## src/rtl/pfcec_pkg.sv

```systemverilog
/*
 * Package for the parallel flash command and erase controller.
 * Holds register offsets, field positions, command codes and pin timing counts.
 * Assumes a 50 MHz system clock.
 */
package pfcec_pkg;

   // ---------------------------------------------------------------
   // Timing
   // ---------------------------------------------------------------
   localparam int CLK_PERIOD_NS    = 20;
   localparam int RST_LOW_NS       = 500;
   localparam int RST_LOW_CYC      = (RST_LOW_NS + CLK_PERIOD_NS - 1) / CLK_PERIOD_NS;
   localparam int PULSE_NS         = 80;
   localparam int PULSE_CYC        = (PULSE_NS + CLK_PERIOD_NS - 1) / CLK_PERIOD_NS;
   localparam int ACCESS_NS        = 100;
   localparam int ACCESS_CYC       = (ACCESS_NS + CLK_PERIOD_NS - 1) / CLK_PERIOD_NS;
   localparam int SETUP_CYC        = 1;
   localparam int CNT_W            = 8;

   // ---------------------------------------------------------------
   // Register offsets (byte addresses)
   // ---------------------------------------------------------------
   localparam logic [3:0] REG_CTRL   = 4'h0;
   localparam logic [3:0] REG_ADDR   = 4'h4;
   localparam logic [3:0] REG_WDATA  = 4'h8;
   localparam logic [3:0] REG_STATUS = 4'hc;

   // ---------------------------------------------------------------
   // Control fields
   // ---------------------------------------------------------------
   localparam int CTRL_OP_LSB      = 0;
   localparam int CTRL_OP_W        = 4;
   localparam int CTRL_WORD_BIT    = 4;
   localparam int CTRL_VPP_BIT     = 5;
   localparam int CTRL_GO_BIT      = 8;
   localparam logic [31:0] CTRL_RST = 32'h0000_0010;

   // ---------------------------------------------------------------
   // Status fields
   // ---------------------------------------------------------------
   localparam int STAT_BUSY_BIT    = 16;
   localparam int STAT_RDY_BIT     = 17;
   localparam int STAT_SPM_BIT     = 18;

   // ---------------------------------------------------------------
   // Operations
   // ---------------------------------------------------------------
   localparam logic [3:0] OP_READ        = 4'h0;
   localparam logic [3:0] OP_PROGRAM     = 4'h1;
   localparam logic [3:0] OP_CHIP_ERASE  = 4'h2;
   localparam logic [3:0] OP_SECT_ERASE  = 4'h3;
   localparam logic [3:0] OP_SPM_ENTER   = 4'h4;
   localparam logic [3:0] OP_SPM_WRITE   = 4'h5;
   localparam logic [3:0] OP_RESET       = 4'h6;
   localparam logic [3:0] OP_SUSPEND     = 4'h7;
   localparam logic [3:0] OP_RESUME      = 4'h8;
   localparam logic [3:0] OP_RAW_WRITE   = 4'h9;

   // ---------------------------------------------------------------
   // Command bus cycles
   // ---------------------------------------------------------------
   localparam logic [19:0] UNLOCK_A1  = 20'h00555;
   localparam logic [19:0] UNLOCK_A2  = 20'h00aaa;
   localparam logic [7:0]  CODE_AA    = 8'haa;
   localparam logic [7:0]  CODE_55    = 8'h55;
   localparam logic [7:0]  CODE_PROG  = 8'ha0;
   localparam logic [7:0]  CODE_ERASE = 8'h80;
   localparam logic [7:0]  CODE_CHIP  = 8'h10;
   localparam logic [7:0]  CODE_SECT  = 8'h30;
   localparam logic [7:0]  CODE_SPM1  = 8'h80;
   localparam logic [7:0]  CODE_SPM2  = 8'ha0;
   localparam logic [7:0]  CODE_SUSP  = 8'hb0;
   localparam logic [7:0]  CODE_RESM  = 8'hd0;
   localparam int          SEQ_MAX    = 6;

   typedef enum logic [1:0] {
      PFCEC_CYC_WRITE,
      PFCEC_CYC_READ
   } pfcec_cyc_t;

endpackage : pfcec_pkg

```

## src/rtl/pfcec_cyc_if.sv

```systemverilog
/*
 * Interface between the sequencer and the bus cycle engine.
 * Assumes both ends run on the same system clock.
 */
`timescale 1ns/100ps
interface pfcec_cyc_if;
   import pfcec_pkg::*;
   logic             req;
   pfcec_cyc_t       kind;
   logic [19:0]      addr;
   logic             lsb;
   logic [15:0]      wdata;
   logic             done;
   logic [15:0]      rdata;

   modport seq (output req, kind, addr, lsb, wdata, input done, rdata);
   modport eng (input req, kind, addr, lsb, wdata, output done, rdata);
endinterface : pfcec_cyc_if

```

## src/rtl/pfcec_cyc_eng.sv

```systemverilog
/*
 * Bus cycle engine: one read or one write cycle on the flash pins.
 * Assumes the flash data pins come back through a two-flop synchroniser.
 */
`timescale 1ns/100ps
module pfcec_cyc_eng
   import pfcec_pkg::*;
(
   // Clock and reset
   input  wire logic         i_clk_sys,
   input  wire logic         i_rst,
   // Sequencer side
   pfcec_cyc_if.eng          cyc,
   // Width select
   input  wire logic         i_word,
   // Synchronised data in
   input  wire logic [15:0]  i_dq_sync,
   // Flash pins
   output logic [19:0]       o_addr,
   output logic              o_ce_n,
   output logic              o_oe_n,
   output logic              o_we_n,
   output logic [15:0]       o_dq,
   output logic [15:0]       o_dq_oe
);
   typedef enum logic [1:0] {PFCEC_E_IDLE, PFCEC_E_SETUP, PFCEC_E_PULSE, PFCEC_E_HOLD} pfcec_est_t;

   pfcec_est_t         st_q, st_d;
   logic [CNT_W-1:0]   cnt_q, cnt_d;
   logic [19:0]        addr_q, addr_d;
   logic               ce_q, ce_d, oe_q, oe_d, we_q, we_d, drv_q, drv_d, lsb_q, lsb_d;
   logic [15:0]        wd_q, wd_d, rd_q, rd_d;
   logic               done_q, done_d;

   always_comb begin
      st_d   = st_q;
      cnt_d  = cnt_q;
      addr_d = addr_q;
      ce_d   = ce_q;
      oe_d   = oe_q;
      we_d   = we_q;
      drv_d  = drv_q;
      lsb_d  = lsb_q;
      wd_d   = wd_q;
      rd_d   = rd_q;
      done_d = 1'b0;
      case (st_q)
         PFCEC_E_IDLE: begin
            if (cyc.req && !done_q) begin
               addr_d = cyc.addr;
               lsb_d  = cyc.lsb;
               wd_d   = cyc.wdata;
               drv_d  = (cyc.kind == PFCEC_CYC_WRITE);
               cnt_d  = CNT_W'(SETUP_CYC);
               st_d   = PFCEC_E_SETUP;
            end
         end
         PFCEC_E_SETUP: begin
            if (cnt_q <= 1) begin
               ce_d  = 1'b1;
               // Write strobes with output enable high; read keeps write strobe high
               we_d  = drv_q;
               oe_d  = !drv_q;
               cnt_d = CNT_W'(drv_q ? PULSE_CYC : ACCESS_CYC);
               st_d  = PFCEC_E_PULSE;
            end else begin
               cnt_d = cnt_q - 1'b1;
            end
         end
         PFCEC_E_PULSE: begin
            if (cnt_q <= 1) begin
               ce_d  = 1'b0;
               we_d  = 1'b0;
               oe_d  = 1'b0;
               rd_d  = i_dq_sync;
               st_d  = PFCEC_E_HOLD;
            end else begin
               cnt_d = cnt_q - 1'b1;
            end
         end
         PFCEC_E_HOLD: begin
            drv_d  = 1'b0;
            done_d = 1'b1;
            st_d   = PFCEC_E_IDLE;
         end
         default: st_d = PFCEC_E_IDLE;
      endcase
   end

   always_ff @(posedge i_clk_sys or posedge i_rst) begin
      if (i_rst) begin
         st_q <= PFCEC_E_IDLE;
         cnt_q <= '0;
         addr_q <= '0;
         ce_q <= 1'b0;
         oe_q <= 1'b0;
         we_q <= 1'b0;
         drv_q <= 1'b0;
         lsb_q <= 1'b0;
         wd_q <= '0;
         rd_q <= '0;
         done_q <= 1'b0;
      end else begin
         st_q <= st_d;
         cnt_q <= cnt_d;
         addr_q <= addr_d;
         ce_q <= ce_d;
         oe_q <= oe_d;
         we_q <= we_d;
         drv_q <= drv_d;
         lsb_q <= lsb_d;
         wd_q <= wd_d;
         rd_q <= rd_d;
         done_q <= done_d;
      end
   end

   // Byte mode: pin 15 carries the byte address and 8 to 14 stay released
   assign o_addr     = addr_q;
   assign o_ce_n     = !ce_q;
   assign o_oe_n     = !oe_q;
   assign o_we_n     = !we_q;
   assign o_dq       = i_word ? wd_q : {lsb_q, 7'h00, wd_q[7:0]};
   assign o_dq_oe    = i_word ? {16{drv_q}} : {1'b1, 7'h00, {8{drv_q}}};
   assign cyc.done   = done_q;
   assign cyc.rdata  = i_word ? rd_q : {8'h00, rd_q[7:0]};
endmodule : pfcec_cyc_eng

```

## src/rtl/pfcec_top.sv

```systemverilog
/*
 * Host controller for an asynchronous parallel NOR flash: read, program,
 * chip and sector erase, single-pulse program mode, suspend/resume and reset.
 * Assumes an Avalon-MM master with waitrequest and a flash wired to the pins.
 */
`timescale 1ns/100ps
module pfcec_top
   import pfcec_pkg::*;
(
   // Clock and reset
   input  wire logic         i_clk_sys,
   input  wire logic         i_rst,
   // Avalon-MM slave
   input  wire logic [3:0]   i_avs_address,
   input  wire logic         i_avs_read,
   input  wire logic         i_avs_write,
   input  wire logic [31:0]  i_avs_writedata,
   output logic [31:0]       o_avs_readdata,
   output logic              o_avs_waitrequest,
   // Flash pins
   output logic [19:0]       o_fl_addr,
   output logic              o_fl_ce_n,
   output logic              o_fl_oe_n,
   output logic              o_fl_we_n,
   output logic              o_fl_reset_n,
   output logic              o_fl_word,
   output logic              o_fl_vpp_en,
   output logic [15:0]       o_fl_dq,
   output logic [15:0]       o_fl_dq_oe,
   input  wire logic [15:0]  i_fl_dq,
   input  wire logic         i_fl_ready
);
   typedef enum logic [1:0] {PFCEC_IDLE, PFCEC_CYC, PFCEC_RST} pfcec_st_t;

   pfcec_cyc_if cyc();

   pfcec_st_t          st_q, st_d;
   logic [3:0]         op_q, op_d;
   logic [2:0]         idx_q, idx_d;
   logic [CNT_W-1:0]   cnt_q, cnt_d;
   logic               word_q, word_d, vpp_q, vpp_d, spm_q, spm_d, rstn_q, rstn_d;
   logic [20:0]        addr_q, addr_d;
   logic [15:0]        wdat_q, wdat_d, rdat_q, rdat_d;
   logic [15:0]        dq_s1_q, dq_s2_q;
   logic               rdy_s1_q, rdy_s2_q;
   logic [2:0]         nseq;
   logic [19:0]        seq_a;
   logic [7:0]         seq_c;
   logic               seq_data;

   // ---------------------------------------------------------------
   // Command table
   // ---------------------------------------------------------------
   function automatic logic [2:0] seq_len(input logic [3:0] op);
      case (op)
         OP_PROGRAM:    seq_len = 3'd4;
         OP_CHIP_ERASE: seq_len = 3'd6;
         OP_SECT_ERASE: seq_len = 3'd6;
         OP_SPM_ENTER:  seq_len = 3'd6;
         default:       seq_len = 3'd1;
      endcase
   endfunction : seq_len

   always_comb begin
      nseq     = seq_len(op_q);
      seq_data = 1'b0;
      seq_a    = UNLOCK_A1;
      seq_c    = CODE_AA;
      case (idx_q)
         3'd1: begin
            seq_a = UNLOCK_A2;
            seq_c = CODE_55;
         end
         3'd2: seq_c = (op_q == OP_PROGRAM) ? CODE_PROG : CODE_ERASE;
         3'd4: begin
            seq_a = UNLOCK_A2;
            seq_c = CODE_55;
         end
         3'd5: seq_c = (op_q == OP_CHIP_ERASE) ? CODE_CHIP : (op_q == OP_SPM_ENTER) ? CODE_SPM2 : CODE_SECT;
         default: seq_c = CODE_AA;
      endcase
      // Last cycle of program, sector erase and single-pulse writes carries user address
      if (idx_q == nseq - 3'd1 && (op_q == OP_PROGRAM || op_q == OP_SECT_ERASE ||
                                   op_q == OP_SPM_WRITE || op_q == OP_RAW_WRITE || op_q == OP_READ))
         seq_data = 1'b1;
      if (op_q == OP_SUSPEND)
         seq_c = CODE_SUSP;
      if (op_q == OP_RESUME)
         seq_c = CODE_RESM;
   end

   // Width: byte mode moves address LSB onto pin 15
   assign cyc.req   = (st_q == PFCEC_CYC);
   assign cyc.kind  = (op_q == OP_READ) ? PFCEC_CYC_READ : PFCEC_CYC_WRITE;
   assign cyc.addr  = seq_data ? (word_q ? addr_q[19:0] : addr_q[20:1]) : seq_a;
   assign cyc.lsb   = word_q ? 1'b0 : addr_q[0];
   assign cyc.wdata = (seq_data && op_q != OP_SECT_ERASE) ? wdat_q : {8'h00, seq_c};

   // ---------------------------------------------------------------
   // Sequencer
   // ---------------------------------------------------------------
   always_comb begin
      st_d   = st_q;
      op_d   = op_q;
      idx_d  = idx_q;
      cnt_d  = cnt_q;
      word_d = word_q;
      vpp_d  = vpp_q;
      spm_d  = spm_q;
      rstn_d = rstn_q;
      addr_d = addr_q;
      wdat_d = wdat_q;
      rdat_d = rdat_q;
      if (i_avs_write && st_q == PFCEC_IDLE) begin
         case (i_avs_address)
            REG_ADDR:  addr_d = i_avs_writedata[20:0];
            REG_WDATA: wdat_d = i_avs_writedata[15:0];
            REG_CTRL: begin
               word_d = i_avs_writedata[CTRL_WORD_BIT];
               vpp_d  = i_avs_writedata[CTRL_VPP_BIT];
               if (i_avs_writedata[CTRL_GO_BIT]) begin
                  op_d  = i_avs_writedata[CTRL_OP_LSB +: CTRL_OP_W];
                  idx_d = '0;
                  st_d  = PFCEC_CYC;
                  // In single-pulse mode any write request is a lone data pulse
                  if (spm_q && i_avs_writedata[CTRL_OP_LSB +: CTRL_OP_W] != OP_READ &&
                      i_avs_writedata[CTRL_OP_LSB +: CTRL_OP_W] != OP_RESET)
                     op_d = OP_SPM_WRITE;
                  if (i_avs_writedata[CTRL_OP_LSB +: CTRL_OP_W] == OP_RESET) begin
                     rstn_d = 1'b0;
                     cnt_d  = CNT_W'(RST_LOW_CYC);
                     st_d   = PFCEC_RST;
                  end
               end
            end
            default: ;
         endcase
      end
      case (st_q)
         PFCEC_CYC: begin
            if (cyc.done) begin
               if (op_q == OP_READ)
                  rdat_d = cyc.rdata;
               if (idx_q == nseq - 3'd1) begin
                  if (op_q == OP_SPM_ENTER)
                     spm_d = 1'b1;
                  st_d = PFCEC_IDLE;
               end else begin
                  idx_d = idx_q + 3'd1;
               end
            end
         end
         PFCEC_RST: begin
            // Reset held at least 500 ns, then released; leaves single-pulse mode
            if (cnt_q <= 1) begin
               rstn_d = 1'b1;
               spm_d  = 1'b0;
               st_d   = PFCEC_IDLE;
            end else begin
               cnt_d = cnt_q - 1'b1;
            end
         end
         default: ;
      endcase
   end

   always_ff @(posedge i_clk_sys or posedge i_rst) begin
      if (i_rst) begin
         st_q     <= PFCEC_IDLE;
         op_q     <= OP_READ;
         idx_q    <= '0;
         cnt_q    <= '0;
         word_q   <= CTRL_RST[CTRL_WORD_BIT];
         vpp_q    <= CTRL_RST[CTRL_VPP_BIT];
         spm_q    <= 1'b0;
         rstn_q   <= 1'b1;
         addr_q   <= '0;
         wdat_q   <= '0;
         rdat_q   <= '0;
         dq_s1_q  <= '0;
         dq_s2_q  <= '0;
         rdy_s1_q <= 1'b0;
         rdy_s2_q <= 1'b0;
      end else begin
         st_q     <= st_d;
         op_q     <= op_d;
         idx_q    <= idx_d;
         cnt_q    <= cnt_d;
         word_q   <= word_d;
         vpp_q    <= vpp_d;
         spm_q    <= spm_d;
         rstn_q   <= rstn_d;
         addr_q   <= addr_d;
         wdat_q   <= wdat_d;
         rdat_q   <= rdat_d;
         dq_s1_q  <= i_fl_dq;
         dq_s2_q  <= dq_s1_q;
         rdy_s1_q <= i_fl_ready;
         rdy_s2_q <= rdy_s1_q;
      end
   end

   // ---------------------------------------------------------------
   // Bus cycle engine
   // ---------------------------------------------------------------
   pfcec_cyc_eng u_eng (
      .i_clk_sys (i_clk_sys),
      .i_rst     (i_rst),
      .cyc       (cyc),
      .i_word    (word_q),
      .i_dq_sync (dq_s2_q),
      .o_addr    (o_fl_addr),
      .o_ce_n    (o_fl_ce_n),
      .o_oe_n    (o_fl_oe_n),
      .o_we_n    (o_fl_we_n),
      .o_dq      (o_fl_dq),
      .o_dq_oe   (o_fl_dq_oe)
   );

   assign o_fl_reset_n = rstn_q;
   assign o_fl_word    = word_q;
   assign o_fl_vpp_en  = vpp_q;

   // ---------------------------------------------------------------
   // Register read
   // ---------------------------------------------------------------
   assign o_avs_waitrequest = 1'b0;
   always_comb begin
      o_avs_readdata = 32'h0000_0000;
      case (i_avs_address)
         REG_CTRL:   o_avs_readdata = {23'h0, 1'b0, 2'b00, vpp_q, word_q, op_q};
         REG_ADDR:   o_avs_readdata = {11'h0, addr_q};
         REG_WDATA:  o_avs_readdata = {16'h0, wdat_q};
         REG_STATUS: begin
            o_avs_readdata[15:0]          = rdat_q;
            o_avs_readdata[STAT_BUSY_BIT] = (st_q != PFCEC_IDLE);
            o_avs_readdata[STAT_RDY_BIT]  = rdy_s2_q;
            o_avs_readdata[STAT_SPM_BIT]  = spm_q;
         end
         default: ;
      endcase
   end
endmodule : pfcec_top

```

## config.mk

```make
export PLATFORM = sky130hd
export DESIGN_NAME = pfcec_top
export DESIGN_NICKNAME = d
export VERILOG_FILES = /design/src/rtl/pfcec_pkg.sv /design/src/rtl/pfcec_cyc_if.sv /design/src/rtl/pfcec_cyc_eng.sv /design/src/rtl/pfcec_top.sv
export SDC_FILE = /design/constraint.sdc
export NUM_CORES = 1
export LEC_CHECK = 0
export BUFFER_PORTS_ARGS = -buffer_cell sky130_fd_sc_hd__buf_2
export CORE_UTILIZATION = 56
export CTS_CLUSTER_DIAMETER = 60
export DETAILED_ROUTE_END_ITERATION = 16
export PLACE_DENSITY = 0.8
export SLEW_MARGIN = 20
export SYNTH_ARGS = -nofsm -noshare
export SYNTH_HDL_FRONTEND = slang
export SYNTH_SLANG_ARGS = --single-unit
export TNS_END_PERCENT = 5
```

## constraint.sdc

```tcl
create_clock -name i_clk_sys -period 6.3 [get_ports i_clk_sys]
set_input_delay 0.945 -clock i_clk_sys [delete_from_list [all_inputs] [get_ports i_clk_sys]]
set_output_delay 0.945 -clock i_clk_sys [all_outputs]
set_load 0.02 [all_outputs]
```

==> flow_metrics.env <==
export IMPL_cts_buffers_inserted=17
export IMPL_slowest_stage="nor2b_1"
export IMPL_async_flop_share=1.000
export IMPL_io_pins=148
export IMPL_overflow=0
export IMPL_ys_types=65
export IMPL_drtPass1Iterations=5
export IMPL_whs_path_depth=0
export IMPL_gp_congestion=0.8461
export IMPL_grt_max_degree=108
export IMPL_vias=5942
export IMPL_relSlewSlack=0.2357
export IMPL_wl_per_cell_um=18.13
export IMPL_drc_errors=0
export IMPL_grt_pass1_wl_um=29580
export IMPL_path_cells="buf_2, nor2b_1, a22oi_1, nor2_1, buf_2"
export IMPL_synth_top_area_cell="dfrtp_1"
export IMPL_setup_violations=0
export IMPL_hold_class="reg -> reg"
export IMPL_max_cap_viol_count=0
export IMPL_startpoint_type="input pin"
export IMPL_powerDensity_nw_per_um2=462.1
export IMPL_ctsResizeCount=0
export IMPL_slew_violations=0
export IMPL_max_freq_mhz=273.2
export IMPL_clkLatencyLatePin_ps=440
export IMPL_slowest_delay_ps=800
export IMPL_start_util=0.5832
export IMPL_timing_final_hold_violations=0
export IMPL_min_from="dq_s1_q[10]"
export IMPL_fin_crit_ps=3660
export IMPL_period_share=0.5810
export IMPL_clockRootBuffer="clkbuf_16"
export IMPL_cts_tree="yes"
export IMPL_p_leak_nw=4.432
export IMPL_syn_cell_area_um2=8252
export IMPL_worst_pin_slew_ps=1145
export IMPL_die_h_um=123.4
export IMPL_cts_htree_levels=4
export IMPL_synth_cells=730
export IMPL_cts_num_sinks=176
export IMPL_drt_iter0_drc=414
export IMPL_grt_pass1_vias=5876
export IMPL_synth_edf_count=0
export IMPL_clk_pin_slew_ps=70
export IMPL_syn_avg_cell_area_um2=11.30
export IMPL_vias_per_cell=5.883
export IMPL_cts_buffer_depth=2
export IMPL_routed_wl_um=18310
export IMPL_die_area_um2=15230
export IMPL_cp_required_ps=5350
export IMPL_drive_above_1_share=0.3052
export IMPL_rr_endpoint="u_eng.o_addr[1]"
export IMPL_synth_seq_cells=176
export IMPL_cp_end_kind="primary output"
export IMPL_path_common_cell="buf_2"
export IMPL_coreArea_um2=14150
export IMPL_synth_most_common_cell="dfrtp_1"
export IMPL_holdPathEnd="dq_s2_q[10]"
export IMPL_areaGrowthSynthToFinish_pct=13.59
export IMPL_ant_nets=0
export IMPL_rows=43
export IMPL_rsz0062_at_grt="no"
export IMPL_fp_dieW_um=123.4
export IMPL_yosysSeqAreaShare=0.5340
export IMPL_num_nets_final=888
export IMPL_gr_usage_all_layers=0.2563
export IMPL_r2r_slack_ps=3380
export IMPL_path_class="in -> out"
export IMPL_ff2ff_path_depth=6
export IMPL_synth_common_cells="174 x dfrtp_1, 74 x mux2_2, 69 x nand2_1, 46 x nor2_1, 36 x o21ai_0"
export IMPL_skew_ps=15.28
export IMPL_r2r_start="op_q[0]"
export IMPL_antenna_found_initial=1
export IMPL_vdd_ir_drop_max_mv=0.2925
export IMPL_post_cts_buffers=0
export IMPL_holdBufCountCts=0
export IMPL_synth_top_area_share=0.5277
export IMPL_io_buffers=123
export IMPL_synth_area_leaders="dfrtp_1 53%, mux2_2 10%, nand2_1 3.1%, buf_4 3.1%, mux2i_1 2.8%"
export IMPL_cp_arrival_ps=2720
export IMPL_yosysWarnings=0
export IMPL_cp_max_fo=21
export IMPL_hold_ws_ps=348.6
export IMPL_fin_setup_tns_ps=0
export IMPL_hpwlAfterDp_um=12780
export IMPL_status="completed"
export IMPL_synth_ff_type="dfrtp_1"
how the worst max path moves through the flow:
stage | start | end | slack [ps] | cells past startpoint
floorplan | i_rst | addr_q[0] | 580 | 1
global placement | i_avs_address[2] | addr_q[18] | 2680 | 5
detailed placement | i_avs_address[2] | addr_q[3] | 2610 | 5
CTS | i_avs_address[2] | o_avs_readdata[6] | 2680 | 5
global route | i_avs_address[2] | o_avs_readdata[8] | 2490 | 5
finish | i_avs_address[2] | o_avs_readdata[8] | 2640 | 5
cell type report:
class	count	area, um2
antenna	1	2.502
clock buffer	18	439.2
clock inverter	14	173.9
fill	1066	4777
inverter	23	91.34
multi-input combinational	474	3411
sequential	176	4407
tap	180	225.2
timing repair buffer	124	623.1
worst max-delay path: cells and delay by family:
family,cells,cell delay [ps]
AOI/OAI and AO/OA,1,260
buffers and inverters,2,560
and+or+nand+nor,2,940
report_power, final:
part,switching (mW),internal (mW),leakage (nW)
combinational,0.807,0.623,1.95
sequential,0.354,1.46,2.18
clock,0.478,0.610,0.296
total,1.64,2.69,4.43
cell families (layout without fill, tap and decap cells):
group / count (synthesis) / in the layout / synth area share
compound gates: 130 / 130 / 0.1058
xor+xnor: 10 / 10 / 0.01061
fa+ha+maj: 16 / 16 / 0.02396
buf+inv: 91 / 179 / 0.05792
flops: 176 / 176 / 0.5340
mux: 104 / 104 / 0.1466
other cells: 1 / 13 / 0.0004545
simple gates: 202 / 202 / 0.1205
placed cells by master (no fill, tap or decap), types with 3 or more instances in the layout:
cell / n
ha_1: 15
dfrtp_1: 174
o21ai_1: 11
nand3_1: 12
mux2_2: 74
conb_1: 12
mux2i_1: 23
o21a_1: 4
inv_8: 3
xnor2_1: 8
a22o_1: 9
inv_6: 4
o31ai_1: 6
buf_2: 123
o211ai_1: 12
mux4_2: 6
or2_2: 3
and2_1: 21
nor2b_1: 5
o21ai_0: 36
nand2b_1: 7
clkbuf_16: 17
nand2_1: 69
and3_1: 6
nor4_1: 4
inv_1: 21
a22oi_1: 11
a21oi_1: 15
a221o_1: 5
nor3_1: 12
nor2_1: 45
registers in the layout (all words and copies together) (netlist names), 3 cells and up:
name,count
addr_q,21
u_eng.wd_q,16
idx_q,3
cnt_q,8
rdat_q,16
op_q,4
u_eng.o_addr,20
dq_s1_q,16
u_eng.cnt_q,8
dq_s2_q,16
wdat_q,16
u_eng.rd_q,16
metal layers:
layer	part of all wire	track usage	up-vias	routed length [um]
li1	-	-	2697	-
met1	0.43	0.3407	2980	7823
met2	0.49	0.4131	231	8956
met3	0.059	0.04935	34	1087
met4	0.024	0.1062	0	446
met5	0	0	-	0
per-stage QoR:
stage	std cells	setup WS (ps)	utilization	power, mW	area, um2
final	1010	2640	0.6624	4.331	9373
after global routing	1009	2495	0.6622	4.584	9370
after CTS	1009	2681	0.6622	4.336	9370
after detailed placement	977	2612	0.6189	3.246	8757
after global placement	977	2675	0.6189	3.167	8757
after floorplan	741	584.8	-	2.888	8293
Note: power is estimated with default switching activity, not from simulation.
